$ cat src/logic/drive_select_params.svh
`ifndef DRIVE_SELECT_PARAMS_SVH
`define DRIVE_SELECT_PARAMS_SVH

// register indices; byte address is four times the index
`define MOTOR_CTRL_IDX 6'h02
`define TAPE_IDX       6'h03
`define CFG_IDX        6'h05
`define STAT_IDX       6'h06

// drive_motor_control fields
`define CTRL_NUM_LSB   0
`define CTRL_RST_BIT   2
`define CTRL_DMA_BIT   3
`define CTRL_MOT_LSB   4
`define CTRL_RESET     8'h00

// tape_assignment fields
`define TAPE_RESET     2'h0

// config_reg_five fields
`define CFG_EXT_BIT    0
`define CFG_SWAP_BIT   1
`define CFG_RESET      2'h0

// axi responses
`define RESP_OKAY      2'h0
`define RESP_SLVERR    2'h2

`endif

$ cat src/logic/drive_select_pkg.sv
package drive_select_pkg;

	typedef logic [7:0]  reg8_t;
	typedef logic [31:0] word_t;

	typedef struct packed
	{
		logic        aw_have;
		logic [7:0]  aw_addr;
		logic        w_have;
		logic [7:0]  w_data;
		logic        w_lane0;
		logic        awready;
		logic        wready;
		logic        bvalid;
		logic [1:0]  bresp;
		logic        arready;
		logic        rvalid;
		logic [1:0]  rresp;
		word_t       rdata;
		reg8_t       motor_ctrl;
		logic [1:0]  tape_sel;
		logic [1:0]  cfg;
		logic        ctrl_wr;
		logic        tape_wr;
		logic [1:0]  pick_low;
		logic [1:0]  motor_low;
		logic [3:0]  motor_on;
		logic        tape_active;
		logic        reset_low;
		logic        dma_en;
	} state_s;

endpackage

$ cat src/logic/drive_decode.sv
`timescale 1ns/100ps

module drive_decode
	import drive_select_pkg::*;
(
	input  wire logic [1:0] drive_num,
	input  wire logic [3:0] mot_en,
	input  wire logic       external_decoder_select,
	input  wire logic       swap,
	output logic      [1:0] pick_low,
	output logic      [1:0] motor_low
);
	logic [1:0] code;
	logic       sel_en;

	always_comb
	begin
		code      = drive_num;
		sel_en    = mot_en[drive_num];
		pick_low  = 2'h3;
		motor_low = 2'h3;
		if (external_decoder_select)
		begin
			// external 2-to-4 decoder sits on the pick lines
			if (swap && !drive_num[1])
				code = {1'b0, ~drive_num[0]};
			pick_low  = code;
			motor_low = {1'b1, ~sel_en};
		end
		else if (!swap)
		begin
			// only drives 0 and 1 reachable here
			pick_low[0] = !(drive_num == 2'h0 && mot_en[0]);
			pick_low[1] = !(drive_num == 2'h1 && mot_en[1]);
			motor_low   = {~mot_en[1], ~mot_en[0]};
		end
		else
		begin
			pick_low[1] = !(drive_num == 2'h0 && mot_en[0]);
			pick_low[0] = !(drive_num == 2'h1 && mot_en[1]);
			motor_low   = {~mot_en[0], ~mot_en[1]};
		end
	end

endmodule

$ cat src/logic/floppy_drive_select_decode.sv
`timescale 1ns/100ps
`include "drive_select_params.svh"

module floppy_drive_select_decode
(
	input  wire logic                     aclk,
	input  wire logic                     aresetn,
	input  wire logic [7:0]               s_axi_awaddr,
	input  wire logic [2:0]               s_axi_awprot,
	input  wire logic                     s_axi_awvalid,
	output logic                          s_axi_awready,
	input  wire drive_select_pkg::word_t  s_axi_wdata,
	input  wire logic [3:0]               s_axi_wstrb,
	input  wire logic                     s_axi_wvalid,
	output logic                          s_axi_wready,
	output logic [1:0]                    s_axi_bresp,
	output logic                          s_axi_bvalid,
	input  wire logic                     s_axi_bready,
	input  wire logic [7:0]               s_axi_araddr,
	input  wire logic [2:0]               s_axi_arprot,
	input  wire logic                     s_axi_arvalid,
	output logic                          s_axi_arready,
	output drive_select_pkg::word_t       s_axi_rdata,
	output logic [1:0]                    s_axi_rresp,
	output logic                          s_axi_rvalid,
	input  wire logic                     s_axi_rready,
	output logic                          drive_pick_low0,
	output logic                          drive_pick_low1,
	output logic                          motor_on_low0,
	output logic                          motor_on_low1,
	output logic                          motor_on_out0,
	output logic                          motor_on_out1,
	output logic                          motor_on_out2,
	output logic                          motor_on_out3,
	output logic                          tape_mode_active,
	output logic                          fdc_reset_low,
	output logic                          dma_enable
);
	import drive_select_pkg::*;

	state_s     st_q;
	state_s     st_d;
	logic [1:0] dec_pick_low;
	logic [1:0] dec_motor_low;

	// register index from a byte address; low two bits ignored
	function automatic logic [5:0] reg_index(input logic [7:0] addr);
		reg_index = addr[7:2];
	endfunction

	function automatic logic reg_mapped(input logic [5:0] idx);
		reg_mapped = (idx == `MOTOR_CTRL_IDX) || (idx == `TAPE_IDX) ||
			(idx == `CFG_IDX) || (idx == `STAT_IDX);
	endfunction

	// field picks of the control register; shared by decode, tape match and checks
	function automatic logic [1:0] drive_number(input reg8_t ctrl);
		drive_number = ctrl[`CTRL_NUM_LSB +: 2];
	endfunction

	function automatic logic [3:0] motor_bits(input reg8_t ctrl);
		motor_bits = ctrl[`CTRL_MOT_LSB +: 4];
	endfunction

	drive_decode drive_decode_inst
	(
		.drive_num               (drive_number(st_q.motor_ctrl)),
		.mot_en                  (motor_bits(st_q.motor_ctrl)),
		.external_decoder_select (st_q.cfg[`CFG_EXT_BIT]),
		.swap                    (st_q.cfg[`CFG_SWAP_BIT]),
		.pick_low                (dec_pick_low),
		.motor_low               (dec_motor_low)
	);

	always_comb
	begin
		logic       aw_hs;
		logic       w_hs;
		logic       ar_hs;
		logic [7:0] wr_addr;
		logic [7:0] wr_data;
		logic       wr_lane;
		logic [5:0] wr_idx;
		logic [5:0] rd_idx;
		aw_hs   = s_axi_awvalid && st_q.awready;
		w_hs    = s_axi_wvalid && st_q.wready;
		ar_hs   = s_axi_arvalid && st_q.arready;
		wr_addr = aw_hs ? s_axi_awaddr : st_q.aw_addr;
		wr_data = w_hs ? s_axi_wdata[7:0] : st_q.w_data;
		wr_lane = w_hs ? s_axi_wstrb[0] : st_q.w_lane0;
		wr_idx  = reg_index(wr_addr);
		rd_idx  = reg_index(s_axi_araddr);
		st_d    = st_q;
		st_d.ctrl_wr = 1'b0;
		st_d.tape_wr = 1'b0;

		// write channel: address and data taken in either order
		if (aw_hs)
		begin
			st_d.aw_have = 1'b1;
			st_d.aw_addr = s_axi_awaddr;
		end
		if (w_hs)
		begin
			st_d.w_have  = 1'b1;
			st_d.w_data  = s_axi_wdata[7:0];
			st_d.w_lane0 = s_axi_wstrb[0];
		end
		if (st_q.bvalid && s_axi_bready)
			st_d.bvalid = 1'b0;
		if (st_d.aw_have && st_d.w_have && !st_q.bvalid)
		begin
			st_d.aw_have = 1'b0;
			st_d.w_have  = 1'b0;
			st_d.bvalid  = 1'b1;
			st_d.bresp   = reg_mapped(wr_idx) ? `RESP_OKAY : `RESP_SLVERR;
			// registers live in byte lane 0 only
			if (wr_lane)
			begin
				unique case (wr_idx)
					`MOTOR_CTRL_IDX:
					begin
						st_d.motor_ctrl = wr_data;
						st_d.ctrl_wr    = 1'b1;
					end
					`TAPE_IDX:
					begin
						st_d.tape_sel = wr_data[1:0];
						st_d.tape_wr  = 1'b1;
					end
					`CFG_IDX:
						st_d.cfg = wr_data[1:0];
					default:
						st_d.cfg = st_d.cfg;
				endcase
			end
		end
		// ready held low while a response is pending
		st_d.awready = !st_d.aw_have && !st_d.bvalid;
		st_d.wready  = !st_d.w_have && !st_d.bvalid;

		// read channel
		if (st_q.rvalid && s_axi_rready)
			st_d.rvalid = 1'b0;
		if (ar_hs)
		begin
			st_d.rvalid = 1'b1;
			st_d.rresp  = reg_mapped(rd_idx) ? `RESP_OKAY : `RESP_SLVERR;
			st_d.rdata  = '0;
			unique case (rd_idx)
				`MOTOR_CTRL_IDX:
					st_d.rdata[7:0] = st_q.motor_ctrl;
				`TAPE_IDX:
					st_d.rdata[1:0] = st_q.tape_sel;
				`CFG_IDX:
					st_d.rdata[1:0] = st_q.cfg;
				`STAT_IDX:
					st_d.rdata[8:0] = {st_q.tape_active, st_q.motor_on,
						st_q.motor_low, st_q.pick_low};
				default:
					st_d.rdata = '0;
			endcase
		end
		st_d.arready = !st_d.rvalid;

		// pin outputs registered once more so the decode never glitches
		st_d.pick_low  = dec_pick_low;
		st_d.motor_low = dec_motor_low;
		st_d.motor_on  = motor_bits(st_q.motor_ctrl);
		// tape drive 0 is unreachable: code 00 means none
		st_d.tape_active = (st_q.tape_sel != 2'h0) &&
			(drive_number(st_q.motor_ctrl) == st_q.tape_sel);
		st_d.reset_low = st_q.motor_ctrl[`CTRL_RST_BIT];
		st_d.dma_en    = st_q.motor_ctrl[`CTRL_DMA_BIT];
	end

	// the software reset only drives fdc_reset_low; no register here obeys it
	always_ff @(posedge aclk)
	begin
		if (!aresetn)
		begin
			st_q             <= '0;
			st_q.motor_ctrl  <= `CTRL_RESET;
			st_q.tape_sel    <= `TAPE_RESET;
			st_q.cfg         <= `CFG_RESET;
			st_q.pick_low    <= 2'h3;
			st_q.motor_low   <= 2'h3;
			st_q.awready     <= 1'b1;
			st_q.wready      <= 1'b1;
			st_q.arready     <= 1'b1;
		end
		else
			st_q <= st_d;
	end

	assign s_axi_awready    = st_q.awready;
	assign s_axi_wready     = st_q.wready;
	assign s_axi_bresp      = st_q.bresp;
	assign s_axi_bvalid     = st_q.bvalid;
	assign s_axi_arready    = st_q.arready;
	assign s_axi_rdata      = st_q.rdata;
	assign s_axi_rresp      = st_q.rresp;
	assign s_axi_rvalid     = st_q.rvalid;
	assign drive_pick_low0  = st_q.pick_low[0];
	assign drive_pick_low1  = st_q.pick_low[1];
	assign motor_on_low0    = st_q.motor_low[0];
	assign motor_on_low1    = st_q.motor_low[1];
	assign motor_on_out0    = st_q.motor_on[0];
	assign motor_on_out1    = st_q.motor_on[1];
	assign motor_on_out2    = st_q.motor_on[2];
	assign motor_on_out3    = st_q.motor_on[3];
	assign tape_mode_active = st_q.tape_active;
	assign fdc_reset_low    = st_q.reset_low;
	assign dma_enable       = st_q.dma_en;

	logic       ext_q;
	logic       swp_q;
	logic [1:0] num_q;
	logic [3:0] en_q;
	assign ext_q = st_q.cfg[`CFG_EXT_BIT];
	assign swp_q = st_q.cfg[`CFG_SWAP_BIT];
	assign num_q = drive_number(st_q.motor_ctrl);
	assign en_q  = motor_bits(st_q.motor_ctrl);
endmodule

$ cat config.mk
export PLATFORM = sky130hd
export DESIGN_NAME = floppy_drive_select_decode
export DESIGN_NICKNAME = d
export VERILOG_FILES = /design/src/logic/drive_select_pkg.sv /design/src/logic/drive_decode.sv /design/src/logic/floppy_drive_select_decode.sv
export VERILOG_INCLUDE_DIRS = /design/src /design/src/logic
export SDC_FILE = /design/constraint.sdc
export NUM_CORES = 1
export LEC_CHECK = 0
export BUFFER_PORTS_ARGS = -buffer_cell sky130_fd_sc_hd__buf_2
export CORE_MARGIN = 5
export CORE_UTILIZATION = 45
export DETAILED_ROUTE_END_ITERATION = 8
export GPL_ROUTABILITY_DRIVEN = 0
export PLACE_DENSITY_LB_ADDON = 0.2
export SLEW_MARGIN = 5
export SYNTH_ARGS = -nofsm -noshare
export SYNTH_HDL_FRONTEND = slang
export SYNTH_SLANG_ARGS = --single-unit
$ cat constraint.sdc
create_clock -name aclk -period 2.6 [get_ports aclk]
set_input_delay 0.39 -clock aclk [delete_from_list [all_inputs] [get_ports aclk]]
set_output_delay 0.39 -clock aclk [all_outputs]
set_load 0.01 [all_outputs]
==> results.json <==
{
  "outcome": "complete, no violations",
  "port_buffers": 54,
  "rsz0062_at_grt": "no",
  "min_path_type": "input pin to flop",
  "ant_nets": 0,
  "post-route-period-util_pct": 74.19,
  "placementRows": 27,
  "path_clk_slew_ps": 100,
  "synth-warning-count": 0,
  "drv_slew": 0,
  "wl_met1_um": 2431,
  "cts_tree": "done",
  "arrival_ps": 2130,
  "cp-start-kind": "flop",
  "worst_r2r_path_depth": 5,
  "totalWireLength_um": 5314,
  "die_x_um": 86.43,
  "n_antenna_cell": 0,
  "drt_iter0_markers": 58,
  "regToRegSetupSlack_ps": 670,
  "vias_per_cell": 5.031,
  "rr_endpoint": "en_q[2]",
  "fin_nets": 384,
  "clk_latency_ps": 310,
  "worst-path-max-fanout": 8,
  "drt_pre_antenna_iters": 4,
  "hpwl_um": 3792,
  "netlist_area_mm2": 0.002629,
  "die_h_um": 86.43,
  "cts_setup_buffers": 0,
  "cap_violations": 0,
  "peakVddDrop_v": 0.0004669,
  "synthSimpleGateAreaFrac_pct": 19.04,
  "track_usage_pct": 14.11,
  "ys_types": 43,
  "total_leakage_power_nw": 1.205,
  "grt_max_degree": 50,
  "cts_buffers": 5,
  "fillers": 575,
  "final_util_pct": 51.54,
  "synth_top_family_by_area": "simple AND/OR/NAND/NOR gates",
  "cp-endpoint": "en_q[2]",
  "synth_seq_cells": 56,
  "synth_adder_area_share_pct": 0,
  "endpoint_kind": "flop",
  "initial_core_util_pct": 46.88,
  "area_growth_pct": 9.948,
  "grt_antenna_before_repair": 0,
  "drive_above_1_share_pct": 25.94,
  "ioPinCount": 117,
  "cts_sinks": 56,
  "htreeDepth": 2,
  "grt_pass1_vias": 1866,
  "grt_pass1_wl_um": 8597,
  "finalHoldWorstSlack_ps": 334.2,
  "fmax_mhz": 518.4,
  "cp-startpoint": "s_axi_awready",
  "core_mm2": 0.005608,
  "worst_slew_pin_slew_ps": 760.9,
  "critical_path_class": "flop to flop",
  "pwr_density_cell_mw_per_mm2": 582.1,
  "highest_layer": "met4",
  "synth_xor_area_share_pct": 0.9995,
  "final_hold_viol_count": 0,
  "relSlewSlack_pct": 49.27,
  "avgSynthCellArea_um2": 9.355,
  "post_cts_resized": 0,
  "drc": 0,
  "reg2reg_from": "s_axi_awready",
  "multi_input_area_mm2": 0.001260,
  "synth-compound-area-share_pct": 16.18,
  "setup_viol": 0,
  "clock_skew_ps": 7.291,
  "num_vias": 1972,
  "post_drt_wl_per_cell_um": 13.56,
  "ys_seq_area_share_pct": 42.65,
  "regArea_mm2": 0.001121,
  "grt-ovfl-total": 0,
  "die_area_mm2": 0.007470,
  "cp.required_ps": 2800,
  "ctsLongestPathBuffers": 2,
  "finalSetupTns_ps": 0,
  "synthCells": 281,
  "ctsHoldBuffers": 0,
  "synthMuxAreaShare_pct": 8.139,
  "clock-root-buffer": "clkbuf_8",
  "wl_met3_um": 354,
  "period_needed_ps": 1929,
  "route.met2.wl_um": 2470
}
cell families after synthesis:
logic type | after synthesis
compound gates | 58
xor+xnor | 3
buf+inv | 54
flops | 56
mux | 19
other cells | 1
simple gates | 90
where the power goes:
| part | total [W] | internal, W | switching (W) |
|---|---|---|---|
| clock | 0.000565 | 0.000285 | 0.000280 |
| sequential | 0.000918 | 0.000893 | 0.0000245 |
| combinational | 0.000199 | 0.0000797 | 0.000120 |
synth_stat cells (all sizes together):
cell,number,share of area [%]
a2111oi,2,1.6
and4b,1,0.38
and2,10,2.4
a21oi,8,1.5
mux2i,9,3.4
o21ai,15,2.9
mux4,1,0.86
or3b,1,0.33
nor3b,2,0.57
nand2b,1,0.24
or4b,1,0.38
nor4bb,1,0.38
nand2,31,4.4
a221oi,6,2.0
dfxtp,56,43
o21a,3,0.86
nand3,9,1.7
nand3b,9,2.6
o211ai,2,0.57
nor2b,5,1.2
inv,4,0.57
xnor2,1,0.33
and3,2,0.48
o31ai,1,0.29
nor2,10,1.4
buf,36,10
a211oi,1,0.29
conb,1,0.14
a32oi,2,0.95
or3,1,0.24
a21bo,1,0.38
clkbuf,14,2.0
nor4b,2,1.5
nor3,2,0.38
or2,1,0.24
nor4,1,0.24
a21boi,15,4.3
mux2,9,3.9
xor2,2,0.67
a22oi,2,0.57
routing by layer:
layer / global-route usage, % / vias up
met5: 0 / -
met2: 22.74 / 60
li1: - / 992
met4: 3.541 / 0
met1: 18.68 / 915
met3: 3.897 / 5
critical path: stages, from the launching register on:
cell and delay (ps):
dfxtp_1 450, nand2_1 250, mux2i_1 310, nor4b_4 240, buf_4 220, mux2_2 350
cell usage in the layout (no fill, tap or decap), drive strengths merged, types with 2 or more instances in the layout:
master   count
buf         57
dfxtp       56
nand2       31
conb        25
o21ai       15
a21boi      15
and2        10
nor2        10
mux2i        9
nand3        9
mux2         9
nand3b       9
a21oi        8
a221oi       6
nor2b        5
clkbuf       5
inv          4
o21a         3
nor3         2
xor2         2
o211ai       2
and3         2
a22oi        2
nor3b        2
a2111oi      2
a32oi        2
nor4b        2
through the flow:
step	std cells	total power [W]	setup WS (ps)	cell area, um2
finish	392	0.001682	671.1	2890
global route	392	0.001756	542.0	2890
CTS	392	0.001703	680.3	2890
detailed placement	384	0.001137	504.0	2779
global placement	384	0.001135	522.5	2779
floorplan	305	0.001109	676.6	2719
sequential cells by signal, indices dropped and copies added (netlist names), 2 cells and up:
register     flops
en_q             4
num_q            2
s_axi_rdata      9
st_d             2
st_q            20
worst min path at each step:
stage                     cells past startpoint       endpoint             from  slack [ps]
after CTS                                     3       st_q[81]  s_axi_awaddr[5]         330
after global placement                        1  s_axi_awready         st_q[84]         430
final                                         3       st_q[82]  s_axi_awaddr[6]         330
after global routing                          3       st_q[83]  s_axi_awaddr[7]         340
after floorplan                               1  s_axi_awready         st_q[84]         420
after detailed placement                      1  s_axi_awready         st_q[84]         440
final cells by class:
cell class | instances | area share, %
clock buffers | 5 | 2.381
clock inverters | 3 | 1.472
multi-input cells | 195 | 43.59
inverters | 4 | 0.5195
repair buffers | 57 | 10.13
flip-flops and latches | 56 | 38.79
well taps | 72 | 3.117
Note: power is estimated with default switching activity, not from simulation.
